$ cat config.mk
export PLATFORM = sky130hd
export DESIGN_NAME = anr_regs
export DESIGN_NICKNAME = d
export VERILOG_FILES = /design/src/design/anr_pkg.sv /design/src/design/anr_regs.sv /design/src/design/anr_pause_resolve.sv
export SDC_FILE = /design/constraint.sdc
export NUM_CORES = 1
export LEC_CHECK = 0
export ABC_AREA = 1
export BUFFER_PORTS_ARGS = -buffer_cell sky130_fd_sc_hd__buf_2
export CAP_MARGIN = 30
export CORE_ASPECT_RATIO = 0.9
export CORE_MARGIN = 5
export CORE_UTILIZATION = 23
export CTS_CLUSTER_DIAMETER = 200
export CTS_CLUSTER_SIZE = 20
export DETAILED_ROUTE_END_ITERATION = 8
export HOLD_SLACK_MARGIN = 0.08
export PLACE_DENSITY = 0.48
export SKIP_LAST_GASP = 1
export SLEW_MARGIN = 20
export SYNTH_ARGS = -nofsm -noshare
export SYNTH_HDL_FRONTEND = slang
export SYNTH_SLANG_ARGS = --single-unit
$ cat constraint.sdc
create_clock -name ref_clk -period 2.5 [get_ports ref_clk]
set_input_delay 0.375 -clock ref_clk [delete_from_list [all_inputs] [get_ports ref_clk]]
set_output_delay 0.375 -clock ref_clk [all_outputs]
set_load 0.01 [all_outputs]
$ cat src/design/anr_pkg.sv
package anr_pkg;

    // ------------------------------------------------------------
    // Register addresses on the management interface
    // ------------------------------------------------------------
    localparam logic [4:0] ANR_ADDR_LOCAL = 5'h04;
    localparam logic [4:0] ANR_ADDR_PARTNER = 5'h05;
    localparam logic [4:0] ANR_ADDR_EXPANSION = 5'h06;
    localparam logic [4:0] ANR_ADDR_NEXT_PAGE = 5'h07;

    // ------------------------------------------------------------
    // Field positions
    // ------------------------------------------------------------
    localparam int ANR_BIT_NP = 15;
    localparam int ANR_BIT_ACK = 14;
    localparam int ANR_BIT_RF = 13;
    localparam int ANR_BIT_RSVD12 = 12;
    localparam int ANR_BIT_ASYM = 11;
    localparam int ANR_BIT_PAUSE = 10;
    localparam int ANR_BIT_T4 = 9;
    localparam int ANR_BIT_TECH_HI = 8;
    localparam int ANR_BIT_TECH_LO = 5;
    localparam int ANR_BIT_SEL_HI = 4;

    localparam int ANR_EXP_PDF = 4;
    localparam int ANR_EXP_LP_NP = 3;
    localparam int ANR_EXP_LOCAL_NEXT_PAGE_CAPABLE = 2;
    localparam int ANR_EXP_PAGE_RX = 1;
    localparam int ANR_EXP_LP_AN = 0;

    // ------------------------------------------------------------
    // Reset values and masks
    // ------------------------------------------------------------
    localparam logic [3:0] ANR_TECH_RESET = 4'hf;
    localparam logic [4:0] ANR_SEL_RESET = 5'h01;
    // Bits of the local advertisement that software may change
    localparam logic [15:0] ANR_LOCAL_WMASK = 16'hadff;
    localparam logic [15:0] ANR_NP_TX_RESET = 16'h0000;

    // Pause resolution codes driven on the pause_resolution output
    typedef enum logic [1:0] {
        ANR_PAUSE_NONE = 2'h0,
        ANR_PAUSE_RX = 2'h1,
        ANR_PAUSE_TX = 2'h2,
        ANR_PAUSE_BOTH = 2'h3
    } anr_pause_e;

endpackage : anr_pkg

$ cat src/design/anr_regs.sv
`timescale 1ns/1ps
// What this block does
// - Local advertisement bit 14 reads zero and ignores writes.
// - Local bit 13 advertises a detected far fault; writable, resets zero.
// - Local bit 12 is reserved and reads zero.
// - Local bit 11 advertises asymmetric pause; writable, resets zero.
// - Local bit 10 advertises symmetric pause; writable, resets zero.
// - Resolved pause outcome is driven on the 2-bit pause_resolution output.
// - Local bit 9, four-pair ability, is read-only zero.
// - Local bits 8:5 are writable technology abilities resetting to one.
// - Local bits 4:0 hold a writable selector resetting to 00001.
// - Partner register captures received pages, replaced by next pages later.
// - Partner bit 15 shows the partner wants next pages.
// - Partner bit 14 shows partner acknowledge from negotiation logic.
// - Partner bits 13:5 mirror partner fault, pause and technology bits.
// - Partner bits 4:0 hold the received selector, reset zero.
// - Expansion bits 15:5 read zero; writes ignored.
// - Expansion bit 4 is set on a parallel detection fault.
// - Expansion bit 3 shows partner next page support.
// - Expansion bit 2 is a constant one.
// - Expansion bit 1 sets on page receipt, cleared by a read.
// - Expansion bit 0 shows partner negotiation ability.
// - Next-page transmit bit 15 is writable, resets zero.
// - Local bit 15 is writable next page request, resets zero.
module anr_regs (
    input wire logic ref_clk,
    input wire logic resetn,
    // Management access, already decoded from the serial frames
    input wire logic mgmt_wr,
    input wire logic mgmt_rd,
    input wire logic [4:0] mgmt_addr,
    input wire logic [15:0] mgmt_wdata,
    output logic [15:0] mgmt_rdata,
    output logic mgmt_hit,
    // Negotiation state machine on the line side
    input wire logic page_rx_stb,
    input wire logic [15:0] page_rx_word,
    input wire logic partner_ack,
    input wire logic parallel_detect_fault,
    input wire logic partner_negotiation_capable,
    input wire logic negotiation_done,
    // Transmitted base page and next page word
    output logic [15:0] tx_base_page,
    output logic [15:0] tx_next_page,
    output logic [1:0] pause_resolution
);
    import anr_pkg::*;

    // ------------------------------------------------------------
    // Reset release
    // ------------------------------------------------------------
    logic rst_meta_q;
    logic rst_sync_q;
    always_ff @(posedge ref_clk or negedge resetn) begin
        if (!resetn) begin
            rst_meta_q <= 1'b0;
            rst_sync_q <= 1'b0;
        end else begin
            rst_meta_q <= 1'b1;
            rst_sync_q <= rst_meta_q;
        end
    end
    logic rst_n;
    assign rst_n = rst_sync_q;

    function automatic logic hit(input logic [4:0] a, input logic [4:0] r);
        hit = (a == r);
    endfunction : hit

    logic wr_local;
    logic wr_np;
    logic rd_exp;
    assign wr_local = mgmt_wr && hit(mgmt_addr, ANR_ADDR_LOCAL);
    assign wr_np = mgmt_wr && hit(mgmt_addr, ANR_ADDR_NEXT_PAGE);
    assign rd_exp = mgmt_rd && hit(mgmt_addr, ANR_ADDR_EXPANSION);

    // ------------------------------------------------------------
    // Local advertisement
    // ------------------------------------------------------------
    logic next_page_wanted_q;
    logic far_fault_flag_q;
    logic asymmetric_flow_stop_q;
    logic sym_pause_q;
    logic [3:0] tech_q;
    logic [4:0] selector_q;
    always_ff @(posedge ref_clk or negedge rst_n) begin
        if (!rst_n) begin
            next_page_wanted_q <= 1'b0;
        end else if (wr_local) begin
            next_page_wanted_q <= mgmt_wdata[ANR_BIT_NP];
        end
    end

    always_ff @(posedge ref_clk or negedge rst_n) begin
        if (!rst_n) begin
            far_fault_flag_q <= 1'b0;
        end else if (wr_local) begin
            far_fault_flag_q <= mgmt_wdata[ANR_BIT_RF];
        end
    end

    always_ff @(posedge ref_clk or negedge rst_n) begin
        if (!rst_n) begin
            asymmetric_flow_stop_q <= 1'b0;
        end else if (wr_local) begin
            asymmetric_flow_stop_q <= mgmt_wdata[ANR_BIT_ASYM];
        end
    end

    always_ff @(posedge ref_clk or negedge rst_n) begin
        if (!rst_n) begin
            sym_pause_q <= 1'b0;
        end else if (wr_local) begin
            sym_pause_q <= mgmt_wdata[ANR_BIT_PAUSE];
        end
    end

    always_ff @(posedge ref_clk or negedge rst_n) begin
        if (!rst_n) begin
            tech_q <= ANR_TECH_RESET;
        end else if (wr_local) begin
            tech_q <= mgmt_wdata[ANR_BIT_TECH_HI:ANR_BIT_TECH_LO];
        end
    end

    always_ff @(posedge ref_clk or negedge rst_n) begin
        if (!rst_n) begin
            selector_q <= ANR_SEL_RESET;
        end else if (wr_local) begin
            selector_q <= mgmt_wdata[ANR_BIT_SEL_HI:0];
        end
    end

    logic [15:0] local_word;
    // Bits 14, 12 and 9 are tied low: no storage behind them
    always_comb begin
        local_word = 16'h0000;
        local_word[ANR_BIT_NP] = next_page_wanted_q;
        local_word[ANR_BIT_RF] = far_fault_flag_q;
        local_word[ANR_BIT_ASYM] = asymmetric_flow_stop_q;
        local_word[ANR_BIT_PAUSE] = sym_pause_q;
        local_word[ANR_BIT_TECH_HI:ANR_BIT_TECH_LO] = tech_q;
        local_word[ANR_BIT_SEL_HI:0] = selector_q;
    end

    // ------------------------------------------------------------
    // Partner ability
    // ------------------------------------------------------------
    logic [15:0] partner_q;
    always_ff @(posedge ref_clk or negedge rst_n) begin
        if (!rst_n) begin
            partner_q <= 16'h0000;
        end else if (page_rx_stb) begin
            // Later next pages overwrite the base page by design
            partner_q <= page_rx_word;
        end
    end

    logic [15:0] partner_word;
    always_comb begin
        partner_word = partner_q;
        partner_word[ANR_BIT_ACK] = partner_ack;
    end

    // ------------------------------------------------------------
    // Expansion status
    // ------------------------------------------------------------
    logic pdf_q;
    logic partner_np_q;
    logic page_rx_q;
    logic lp_an_q;
    always_ff @(posedge ref_clk or negedge rst_n) begin
        if (!rst_n) begin
            pdf_q <= 1'b0;
        end else begin
            pdf_q <= parallel_detect_fault;
        end
    end

    always_ff @(posedge ref_clk or negedge rst_n) begin
        if (!rst_n) begin
            lp_an_q <= 1'b0;
        end else begin
            lp_an_q <= partner_negotiation_capable;
        end
    end

    // Follows the most recent page, so a later next page may change it
    always_ff @(posedge ref_clk or negedge rst_n) begin
        if (!rst_n) begin
            partner_np_q <= 1'b0;
        end else if (page_rx_stb) begin
            partner_np_q <= page_rx_word[ANR_BIT_NP];
        end
    end

    // A page arriving in the read cycle survives: set wins over clear
    always_ff @(posedge ref_clk or negedge rst_n) begin
        if (!rst_n) begin
            page_rx_q <= 1'b0;
        end else if (page_rx_stb) begin
            page_rx_q <= 1'b1;
        end else if (rd_exp) begin
            page_rx_q <= 1'b0;
        end
    end

    logic [15:0] exp_word;
    always_comb begin
        exp_word = 16'h0000;
        exp_word[ANR_EXP_PDF] = pdf_q;
        exp_word[ANR_EXP_LP_NP] = partner_np_q;
        exp_word[ANR_EXP_LOCAL_NEXT_PAGE_CAPABLE] = 1'b1;
        exp_word[ANR_EXP_PAGE_RX] = page_rx_q;
        exp_word[ANR_EXP_LP_AN] = lp_an_q;
    end

    // ------------------------------------------------------------
    // Next page transmit (only the continuation bit lives here)
    // ------------------------------------------------------------
    logic np_more_q;
    always_ff @(posedge ref_clk or negedge rst_n) begin
        if (!rst_n) begin
            np_more_q <= ANR_NP_TX_RESET[ANR_BIT_NP];
        end else if (wr_np) begin
            np_more_q <= mgmt_wdata[ANR_BIT_NP];
        end
    end
    logic [15:0] np_word;
    always_comb begin
        np_word = 16'h0000;
        np_word[ANR_BIT_NP] = np_more_q;
    end

    // ------------------------------------------------------------
    // Read mux; data registered for the serial shifter
    // ------------------------------------------------------------
    logic [15:0] rdata_d;
    logic hit_d;
    always_comb begin
        hit_d = 1'b1;
        case (mgmt_addr)
            ANR_ADDR_LOCAL: rdata_d = local_word;
            ANR_ADDR_PARTNER: rdata_d = partner_word;
            ANR_ADDR_EXPANSION: rdata_d = exp_word;
            ANR_ADDR_NEXT_PAGE: rdata_d = np_word;
            default: begin
                rdata_d = 16'h0000;
                hit_d = 1'b0;
            end
        endcase
    end

    always_ff @(posedge ref_clk or negedge rst_n) begin
        if (!rst_n) begin
            mgmt_rdata <= 16'h0000;
        end else if (mgmt_rd) begin
            mgmt_rdata <= rdata_d;
        end
    end

    always_ff @(posedge ref_clk or negedge rst_n) begin
        if (!rst_n) begin
            mgmt_hit <= 1'b0;
        end else if (mgmt_rd) begin
            mgmt_hit <= hit_d;
        end
    end

    // ------------------------------------------------------------
    // Line side outputs and pause resolution
    // ------------------------------------------------------------
    always_ff @(posedge ref_clk or negedge rst_n) begin
        if (!rst_n) begin
            tx_base_page <= 16'h0000;
        end else begin
            tx_base_page <= local_word;
        end
    end

    always_ff @(posedge ref_clk or negedge rst_n) begin
        if (!rst_n) begin
            tx_next_page <= 16'h0000;
        end else begin
            tx_next_page <= np_word;
        end
    end

    anr_pause_e pause_now;
    anr_pause_resolve u_pause (
        .local_sym(sym_pause_q),
        .local_asym(asymmetric_flow_stop_q),
        .partner_sym(partner_q[ANR_BIT_PAUSE]),
        .partner_asym(partner_q[ANR_BIT_ASYM]),
        .outcome(pause_now)
    );

    // Held until negotiation completes so software never sees a half result
    always_ff @(posedge ref_clk or negedge rst_n) begin
        if (!rst_n) begin
            pause_resolution <= ANR_PAUSE_NONE;
        end else if (negotiation_done) begin
            pause_resolution <= pause_now;
        end
    end

endmodule : anr_regs

$ cat src/design/anr_pause_resolve.sv
`timescale 1ns/1ps
// Pause resolution of the local and partner pause ability bits.
module anr_pause_resolve (
    input wire logic local_sym,
    input wire logic local_asym,
    input wire logic partner_sym,
    input wire logic partner_asym,
    output anr_pkg::anr_pause_e outcome
);
    import anr_pkg::*;

    always_comb begin
        if (local_sym && partner_sym) begin
            outcome = ANR_PAUSE_BOTH;
        end else if (local_sym && local_asym && !partner_sym && partner_asym) begin
            outcome = ANR_PAUSE_RX;
        end else if (!local_sym && local_asym && partner_sym && partner_asym) begin
            outcome = ANR_PAUSE_TX;
        end else begin
            outcome = ANR_PAUSE_NONE;
        end
    end

endmodule : anr_pause_resolve

# Word level (Yosys, flattened, before mapping)
# Cells that the tools add are included.
dict set report op_classes {
  n_eq_ne 4
  n_mux 7
  n_reduce_logical 14
}
# operator n
set ops {}
lappend ops {{16-bit case mux with 4 select lines} 1}
lappend ops {{5-bit by 3-bit == test with 1-bit output (second input constant)} 4}
lappend ops {{1-bit logical AND} 10}
lappend ops {{2-bit 2-to-1 mux} 3}
lappend ops {{4-bit OR reduction} 1}
lappend ops {{1-bit 2-to-1 mux} 3}
lappend ops {{1-bit zero test} 2}
lappend ops {{2-bit nonzero test} 1}
dict set report word_totals {
  reg_bits 69
  input_bits 46
  out_inout_bits 51
  wordCells 44
}

# Depth between registers and ports, before layout
# Gate-level depths: netlist of the first run.
dict set report depth {
  word_depth 7
  depth_mapped 8
}

# Hierarchy
# A second synthesis of the first run with hierarchy kept.
dict set report hier_totals {
  cells_unflattened 299
  hier_area_um2 2820.2
}
# module instances cells_each area_per_inst_um2
set modules_own_cells {}
lappend modules_own_cells {anr_regs 1 294 2798.9}
lappend modules_own_cells {anr_pause_resolve 1 5 21.3}

# Least setup slack after synthesis of the first run
# OpenSTA, ideal clock, no wires.
dict set report synth_path {
  kind {input port to flip-flop}
  startpoint {input mgmt_addr[0]}
  endpoint {register asymmetric_flow_stop_q}
  setup_time_ps 121
  arrival_ps 1059
  path_slack_ps 1321
  cell_stages 6
  path_buffers 2
  path_cell_list {buf_4 -> nor2_8 -> nand2_4 -> buf_2 -> o21ai_1 -> nand2_1}
}
dict set report synth_via {
  elab_chain_cells 2
}
# item line
set synth_rtl {}
lappend synth_rtl {{start: declaration} anr_regs.sv:31} ;# input wire logic [4:0] mgmt_addr,
lappend synth_rtl {{5-bit by 3-bit == test with 1-bit output} anr_regs.sv:67} ;# hit = (a == r);
lappend synth_rtl {{1-bit logical AND} anr_regs.sv:73} ;# assign wr_local = mgmt_wr && hit(mgmt_addr, ANR_ADDR_LOCAL);
lappend synth_rtl {{end signal: assignment} anr_regs.sv:106} ;# asymmetric_flow_stop_q <= mgmt_wdata[ANR_BIT_ASYM];
lappend synth_rtl {{end: declaration} anr_regs.sv:82} ;# logic asymmetric_flow_stop_q;
# No other way between the ends.
# A chain may end at the register's enable or synchronous reset.

# Worst setup path after layout of the first run
dict set report layout_path {
  startpoint {input mgmt_addr[4]}
  endpoint {register sym_pause_q}
}
dict set report layout_via {
  elab_chain_cells 2
}
# item line
set layout_rtl {}
lappend layout_rtl {{5-bit by 3-bit == test with 1-bit output} anr_regs.sv:67}
lappend layout_rtl {{1-bit logical AND} anr_regs.sv:73}
lappend layout_rtl {{end signal: assignment} anr_regs.sv:114} ;# sym_pause_q <= mgmt_wdata[ANR_BIT_PAUSE];
lappend layout_rtl {{end: declaration} anr_regs.sv:83} ;# logic sym_pause_q;
# No other way between the ends.

==> results of run 1 <==
[metrics by stage]
stage	std cells	total power [mW]	worst slack, ns	util [%]
2_1_floorplan	319	1.47	0.505	-
3_3_place_gp	524	1.59	0.859	27.3
3_5_place_dp	524	1.59	0.862	27.3
4_1_cts	541	2.83	1.21	29.8
5_1_grt	541	2.93	1.10	29.8
6_report	541	2.77	1.26	29.8
[power by group through the flow]
stage                     clock (mW)  combinational (mW)  sequential, mW
final                           1.21               0.276            1.29
after global routing            1.31               0.317            1.31
after detailed placement           0               0.281            1.31
after global placement             0               0.278            1.31
after floorplan                    0               0.145            1.32
after CTS                       1.26               0.283            1.29
[layer usage]
layer | global-route usage [%] | up-vias | routed length [um]
met2 | 15.7 | 83 | 3290
met1 | 14.0 | 1018 | 3340
li1 | - | 1082 | -
met4 | 3.43 | 0 | 61
met5 | 0 | - | 0
met3 | 3.82 | 5 | 480
[repair_timing]
item                       in CTS  in global routing
setup endpoints to repair       0                  0
hold buffers                    1                  0
hold endpoints to repair        2                  0
[critical path, cell delays in order]
cell and delay [ns]:
sky130_fd_sc_hd__buf_2 0.13, sky130_fd_sc_hd__nor2_4 0.32, sky130_fd_sc_hd__nand2_4 0.20, sky130_fd_sc_hd__nor2_4 0.31, sky130_fd_sc_hd__nand2_1 0.09, sky130_fd_sc_hd__nand2_1 0.07
[placed cells by master (no fill, tap or decap), types with 5 or more instances in the layout]
| cell | synthesis | layout |
|---|---|---|
| sky130_fd_sc_hd__inv_1 | 19 | 19 |
| sky130_fd_sc_hd__conb_1 | 2 | 19 |
| sky130_fd_sc_hd__nand2_1 | 105 | 105 |
| sky130_fd_sc_hd__o21ai_1 | 18 | 18 |
| sky130_fd_sc_hd__dfrtp_1 | 62 | 61 |
| sky130_fd_sc_hd__clkbuf_16 | 0 | 9 |
| sky130_fd_sc_hd__dfstp_2 | 5 | 5 |
| sky130_fd_sc_hd__o21ai_0 | 15 | 15 |
| sky130_fd_sc_hd__buf_2 | 4 | 74 |
| sky130_fd_sc_hd__nand4_1 | 12 | 12 |
| sky130_fd_sc_hd__nand3_1 | 19 | 19 |
[cell type report]
type | instances | area [sq um]
clock buffers | 15 | 288
clock inverters | 1 | 5.00
fillers | 1315 | 8480
inverters | 20 | 75.1
multi-input cells | 201 | 941
flip-flops and latches | 67 | 1680
well taps | 160 | 200
repair buffers | 77 | 408
[logic make-up (layout without fill, tap and decap cells)]
| logic type | Yosys count | after routing | share of synthesized area [%] |
|---|---|---|---|
| compound gates | 38 | 38 | 7.46 |
| simple gates | 144 | 144 | 23.0 |
| buf+inv | 51 | 113 | 10.2 |
| flops | 67 | 67 | 59.0 |
| other cells | 2 | 19 | 0.263 |
[final timing paths]
kind	from	to	slack (ns)	cells after the start
worst max register to register	rst_n	selector_q[0]	1.48	1
min in group asynchronous	rst_n	tx_base_page[11]	0.32	0
worst max-delay path	mgmt_addr[4]	sym_pause_q	1.26	6
max in group asynchronous	rst_n	selector_q[0]	1.48	1
worst min-delay path	partner_negotiation_capable	lp_an_q	0.15	1
worst min register to register	rst_n	tx_base_page[11]	0.32	0
[flip-flops by register name, summed over array words and instances, names as in the netlist, 2 cells and up]
name / count
mgmt_rdata: 16
partner_q: 15
pause_resolution: 2
selector_q: 5
tech_q: 4
tx_base_page: 13
==> impl_metrics.toml, run 1 <==
[worst_setup_path]
cp.arrival_ns = 1.50
setup.worst_path.end_class = "flip-flop"
crit_path_start_kind = "primary input"
data_required_time_at_the_worst_endpoint_ns = 2.76
crit_fanout = 14
timing.setup.critical_path_class = "primary input to flip-flop"

[power]
share_clk_of_total_power_pct = 43.6
worst_ir_drop_vdd_mv = 0.307
static-leakage-power_nw = 1.92
combPwrFrac_pct = 10.0
switchingPower_mw = 0.677
share_seq_of_total_power_pct = 46.5
power_report.internal_total_mw = 2.10
switching_share_pct = 24.4
power_density_over_cell_area_nw_per_um2 = 770

[die]
rows = 38
die_h_um = 116
initial_core_util_pct = 23.6
design.portCount = 97
die-area_sq_um = 14700
dieWidth_um = 127
floorplan.core_area_sq_um = 12100

[sta]
fmax_mhz = 803
layout_min_cycle_time_ns = 1.24
slew_violations = 0
worst_pin_slew_ns = 0.761
timing.final.setup_violations = 0
max_transition_margin_pct = 49.2
hold_viol = 0
whs_ns = 0.152
skew_ns = 0.00729
grt_setup_unrepaired = "false"
fin_crit_sh_pct = 49.8
setup_total_negative_slack_ns = 0

[clock_network]
htree_levels = 3
maximum_number_of_buffers_from_clock_root_to_sink = 2
cts_made_buffers = 9
postCtsSetupRepairBufs = 0
cts_repair_resize_count = 0
cts_root_buf = "sky130_fd_sc_hd__clkbuf_16"
cts.clk_slew.worst_paths_ns = 0.06
cts.sinks = 67
clock_latency_ns = 0.33
tritoncts = "done"

[run_status]
outcome = "completed"

[routing]
first_pass_iters = 4
wire_per_inst_um = 13.3
postRouteAntennaNets = 0
remaining_drc_errors = 0
via_per_inst = 4.04
vias = 2188
initialDrtViolationCount = 178
totalWireLength_um = 7170

[final_layout]
nNetsFinal = 422
fraction_of_final_layout_cells_with_drive_strength_greater_than_1_pct = 27.8
finalInstanceArea_sq_um = 3600
antenna-diode-count = 0
area_delta_synth_final_pct = 26.3

[logic_synthesis]
synth_commonest_cells = "sky130_fd_sc_hd__nand2_1, sky130_fd_sc_hd__dfrtp_1, sky130_fd_sc_hd__buf_4"
synth_top_flop_cell = "sky130_fd_sc_hd__dfrtp_1"
async_flop_share_pct = 100
synth-warning-count = 0
netlist-cell-type-count = 23
flop_and_latch_count_out_of_synthesis = 67
synthesis.instances = 302
synth_edf_count = 0
synth.yosys.seq_area_share_pct = 59.0
yosys.cell_count.top_type = "sky130_fd_sc_hd__nand2_1"
mappedNetlistArea_sq_um = 2850
synth.avg_cell_area_sq_um = 9.44
yosys-top-cells-area = "sky130_fd_sc_hd__dfrtp_1, sky130_fd_sc_hd__nand2_1, sky130_fd_sc_hd__buf_4, sky130_fd_sc_hd__dfstp_2, sky130_fd_sc_hd__nand3_1"
synthDominantCellAreaShare_pct = 54.4
yosysTopAreaCell = "sky130_fd_sc_hd__dfrtp_1"

[global_route]
maximum_number_of_pins_on_one_net_before_global_route_repair = 36
antenna_found_initial = 0
grt_pass1_wl_um = 11800
grt_pass1_vias = 2240
total_routing_usage_reported_by_global_routing_pct = 10.5
overflow = 0

[placement]
detailed_place.area_sq_um = 3300
count_of_input_and_output_buffers = 74
placed_wire_length_estimate_after_detailed_placement_um = 5290
gpl.final_weighted_congestion = 0.775

[job]
timing.max_cap.violations = 0

[hold_path]
hold_path.class = "primary input to flip-flop"
Note: power is estimated with default switching activity, not from simulation.
==> run 2: changes to the inputs <==
Settings changed: PLACE_DENSITY 0.48 to 0.49.
Clock period 2.5 ns to 1.05 ns, I/O delays scaled along.
==> run 2 against run 1 <==
Against the previous run: global-route usage increased by 0.63 points; largest power group is now clock; clock skew decreased by 0.0019 ns; critical endpoint is now mgmt_rdata[8]; power grew to 2.8 times the previous value; clock power rose to 3.1 times the previous value; sequential power rose by 140%; final cell count grew 10%; largest cell class unchanged; die area is the same.
==> impl_metrics.toml, run 2 (synthesis gave the netlist of run 1 again) <==
[worst_setup_path]
crit_fanout = 2
cp_top_family = "flip-flops"
cp.arrival_ns = 0.88
worst-r2r-cell-count = 4
critical_path_depth = 1
setup.worst_path.end_class = "output port"
setup.reg_to_reg.worst_slack_ns = 0.13
slowest_delay_ns = 0.40
worst_r2r_startpoint = "tech_q[1]"
crit_path_start_kind = "flip-flop"
path_cells = "buf_2"
slowest_stage = "sky130_fd_sc_hd__dfrtp_1"
crit-reg2reg-capture = "mgmt_rdata[6]"
timing.setup.critical_path_class = "flip-flop to output port"
data_required_time_at_the_worst_endpoint_ns = 0.89
cp.buffers_inverters = 1

[power]
static-leakage-power_nw = 2.22
share_seq_of_total_power_pct = 40.1
power_report.internal_total_mw = 5.90
share_clk_of_total_power_pct = 48.9
worst_ir_drop_vdd_mv = 0.670
switchingPower_mw = 1.73
switching_share_pct = 22.7
power_density_over_cell_area_nw_per_um2 = 1800
combPwrFrac_pct = 11.0

[hold_path]
holdPathStages = 3
min_from = "mgmt_wr"
worst_hold_path.endpoint = "np_more_q"
hold_path.class = "primary input to flip-flop"

[die]
die_h_um = 116
floorplan.core_area_sq_um = 12100
design.portCount = 97
die-area_sq_um = 14700
dieWidth_um = 127
initial_core_util_pct = 23.6
rows = 38

[final_layout]
commonest_cells_after_routing_fill_and_taps_aside = "sky130_fd_sc_hd__nand2_1, sky130_fd_sc_hd__buf_2, sky130_fd_sc_hd__dfrtp_1"
final_util_pct = 35.1
area.sequential_sq_um = 1690
fraction_of_final_layout_cells_with_drive_strength_greater_than_1_pct = 29.8
nNetsFinal = 477
area_delta_synth_final_pct = 48.9
reg_top3 = "mgmt_rdata (16), partner_q (15), tx_base_page (13)"
mostFrequentLayoutCell = "sky130_fd_sc_hd__nand2_1"
final-instance-count-excl-fill = 596
filler_cell_count = 1260
finalInstanceArea_sq_um = 4240
multiInputGateArea_sq_um = 941
largest_register_ff_count = 16
largest-register = "mgmt_rdata"
antenna-diode-count = 0

[routing]
vias = 2371
totalWireLength_um = 7690
remaining_drc_errors = 0
wire_per_inst_um = 12.9
postRouteAntennaNets = 0
via_per_inst = 3.98
initialDrtViolationCount = 156
first_pass_iters = 4

[sta]
layout_min_cycle_time_ns = 1.03
hold_viol = 0
fmax_mhz = 967
timing.final.setup_violations = 0
final_critical_path_setup_slack_ns = 0.0161
skew_ns = 0.00536
setup_total_negative_slack_ns = 0
grt_setup_unrepaired = "true"
slew_violations = 0
fin_crit_sh_pct = 98.5

[global_route]
total_routing_usage_reported_by_global_routing_pct = 11.1
maximum_number_of_pins_on_one_net_before_global_route_repair = 28
overflow = 0
grt_pass1_vias = 2542
grt_pass1_wl_um = 12500
antenna_found_initial = 0

[placement]
preCtsSetupSlack_ns = -0.0878
count_of_input_and_output_buffers = 74
post_placement_cell_count = 543
detailed_place.area_sq_um = 3490
placed_wire_length_estimate_after_detailed_placement_um = 5700
gpl.final_weighted_congestion = 0.813

[clock_network]
cts.sinks = 67
htree_levels = 3
cts.clk_slew.worst_paths_ns = 0.06
maximum_number_of_buffers_from_clock_root_to_sink = 2
tritoncts = "done"
cts_root_buf = "sky130_fd_sc_hd__clkbuf_16"
cts_made_buffers = 9
clock_latency_ns = 0.33

[run_status]
outcome = "completed"

[job]
timing.max_cap.violations = 0
[run 2: final cells by class]
cell class | instances | share of cell area, %
Multi-Input combinational cell | 201 | 22.2
Clock buffer | 10 | 5.63
Timing Repair Buffer | 132 | 22.8
Sequential cell | 67 | 39.7
Inverter | 20 | 1.77
Clock inverter | 6 | 3.21
Tap cell | 160 | 4.72
[run 2: how the worst max path moves through the flow]
stage	start	end
global placement	mgmt_addr[4]	mgmt_rdata[5]
global route	mgmt_rdata[2]	mgmt_rdata[2]
floorplan	mgmt_addr[0]	asymmetric_flow_stop_q
detailed placement	mgmt_addr[3]	selector_q[4]
finish	mgmt_rdata[8]	mgmt_rdata[8]
CTS	mgmt_rdata[8]	mgmt_rdata[8]
[run 2: power groups by stage]
stage,registers [mW],logic [mW],clock network [mW]
after floorplan,3.15,0.345,0
after global placement,3.11,0.730,0
after detailed placement,3.12,0.742,0
after CTS,3.07,0.842,3.85
after global routing,3.10,0.943,3.97
final,3.06,0.836,3.73
[run 2: metrics by stage]
stage / hold slack [ns] / total power [mW]
floorplan: -0.138 / 3.49
detailed placement: -0.0565 / 3.86
CTS: 0.0872 / 7.76
finish: 0.105 / 7.63
global route: 0.109 / 8.01
global placement: -0.0569 / 3.84
[run 2: layer usage]
layer	vias to the layer above	global-route usage [%]	routed length [um]
li1	1190	-	-
met3	9	4.52	515
met4	0	2.79	81
met1	1110	13.5	3340
met2	62	18.4	3750
met5	-	0	0
[run 2: repair_timing]
item                                    in CTS  in global routing
endpoints found under the setup margin       1                  6
hold buffers                                34                  0
pin swaps                                    0                  0
resized for setup                            0                  3
setup buffers                                0                  3
endpoints found under the hold margin       36                  0
==> run 3: changes to the inputs <==
Settings changed: SETUP_SLACK_MARGIN from default to 0.5.
==> run 3 against run 2 <==
Against the previous run: the run now ends with negative hold slack left; global-route usage rose by 0.36 points; first-iteration DRC count fell by 4.5%; wire length is 9.4% higher; highest routed layer unchanged; via count rose by 3.8%; final cell count increased by 2.2%; worst hold slack got worse by 0.17 ns; combinational power up 52%; die area unchanged; critical path depth is the same; sequential share of layout area is 3.3 points lower; clock power fell by 24%.
==> impl_metrics.toml, run 3 (synthesis gave the netlist of run 1 again) <==
[job]
timing.max_cap.violations = 0

[sta]
hold_viol = 2
timing.final.setup_violations = 0
final_critical_path_setup_slack_ns = 0.0340
setup_total_negative_slack_ns = 0
fmax_mhz = 984
whs_ns = -0.0662
grt_setup_unrepaired = "true"
layout_min_cycle_time_ns = 1.02
skew_ns = 0.00548
slew_violations = 0
fin_crit_sh_pct = 96.8

[final_layout]
area_delta_synth_final_pct = 62.6
largest_register_ff_count = 16
antenna-diode-count = 0
commonest_cells_after_routing_fill_and_taps_aside = "sky130_fd_sc_hd__nand2_1, sky130_fd_sc_hd__dfrtp_1, sky130_fd_sc_hd__buf_2"
fraction_of_final_layout_cells_with_drive_strength_greater_than_1_pct = 49.7
finalInstanceArea_sq_um = 4630
nNetsFinal = 490
filler_cell_count = 1255
mostFrequentLayoutCell = "sky130_fd_sc_hd__nand2_1"
reg_top3 = "mgmt_rdata (16), partner_q (15), tx_base_page (13)"
largest-register = "mgmt_rdata"

[worst_setup_path]
setup.worst_path.end_class = "output port"
startpoint_of_the_worst_setup_timing_path = "mgmt_rdata[1]"
worst_r2r_startpoint = "selector_q[0]"
slowest_stage = "sky130_fd_sc_hd__dfrtp_1"
data_required_time_at_the_worst_endpoint_ns = 0.89
timing.setup.critical_path_class = "flip-flop to output port"
cp_top_family = "flip-flops"
cp.buffers_inverters = 1
slowest_delay_ns = 0.40
crit_fanout = 2
crit-reg2reg-capture = "mgmt_rdata[0]"
setup.reg_to_reg.worst_slack_ns = 0.15
crit_path_start_kind = "flip-flop"
cp.arrival_ns = 0.86
worst-r2r-cell-count = 4
path_cells = "buf_6"

[die]
rows = 38
design.portCount = 97
die-area_sq_um = 14700
dieWidth_um = 127
floorplan.core_area_sq_um = 12100
die_h_um = 116
initial_core_util_pct = 23.6

[clock_network]
clock_latency_ns = 0.33
htree_levels = 3
maximum_number_of_buffers_from_clock_root_to_sink = 2
cts_made_buffers = 9
cts_hold_buffers_added = 1
cts_root_buf = "sky130_fd_sc_hd__clkbuf_16"
tritoncts = "done"
cts.sinks = 67
cts.clk_slew.worst_paths_ns = 0.06

[routing]
remaining_drc_errors = 0
initialDrtViolationCount = 149
postRouteAntennaNets = 0
vias = 2462
totalWireLength_um = 8410
via_per_inst = 4.04
first_pass_iters = 4
wire_per_inst_um = 13.8

[global_route]
antenna_found_initial = 0
grt_pass1_wl_um = 12900
maximum_number_of_pins_on_one_net_before_global_route_repair = 44
overflow = 0
grt_pass1_vias = 2482
total_routing_usage_reported_by_global_routing_pct = 11.4

[placement]
gpl.final_weighted_congestion = 0.778
count_of_input_and_output_buffers = 74
preCtsSetupSlack_ns = -0.117
placed_wire_length_estimate_after_detailed_placement_um = 5500
detailed_place.area_sq_um = 3450

[run_status]
failed_checks = "negative hold slack"
outcome = "finished with violations"

[power]
static-leakage-power_nw = 2.36
worst_ir_drop_vdd_mv = 0.655
fin_total_pwr_mw = 7.17
power_density_over_cell_area_nw_per_um2 = 1550

[hold_path]
min_from = "partner_negotiation_capable"
hold_path.class = "primary input to flip-flop"
worst_hold_path.endpoint = "lp_an_q"
holdPathStages = 1
-- run 3: layout make-up --
class	instances	area (sq um)	share of cell area (%)
well taps	160	200	4.32
repair buffers	143	1250	26.9
clock inverters	2	10.0	0.216
inverters	20	86.3	1.86
flip-flops and latches	67	1690	36.4
clock buffers	14	274	5.91
multi-input cells	203	1130	24.4
-- run 3: how the worst max path moves through the flow --
stage / endpoint / slack (ns) / cells after the start
CTS: mgmt_rdata[8] / 0.01 / 1
floorplan: asymmetric_flow_stop_q / 0.20 / 6
detailed placement: selector_q[2] / -0.12 / 8
global placement: sym_pause_q / -0.08 / 8
global route: mgmt_rdata[8] / -0.001 / 1
finish: mgmt_rdata[1] / 0.03 / 1
-- run 3: stage by stage --
stage | instances | utilization (%)
detailed placement | 539 | 28.6
global placement | 539 | 28.6
finish | 609 | 38.4
global route | 609 | 38.4
CTS | 589 | 35.1
floorplan | 319 | -
-- run 3: power breakdown --
part | total (mW) | switching (mW) | leakage [nW] | internal [mW]
Sequential | 3.07 | 0.175 | 0.849 | 2.90
Combinational | 1.27 | 0.605 | 1.37 | 0.670
Clock | 2.83 | 1.04 | 0.143 | 1.78
Total | 7.17 | 1.82 | 2.36 | 5.35
-- run 3: metal layers --
metal / wire, um / global-route usage (%)
met1: 3710 / 14.0
met2: 4180 / 19.2
met3: 427 / 3.78
met4: 100 / 3.86
met5: 0 / 0
-- run 3: what timing repair did --
action	4_1_cts	5_1_grt
gates cloned	4	2
pin swaps	44	25
endpoints found under the hold margin	35	30
resized for setup	56	52
buffers inserted	29	18
endpoints found under the setup margin	111	143
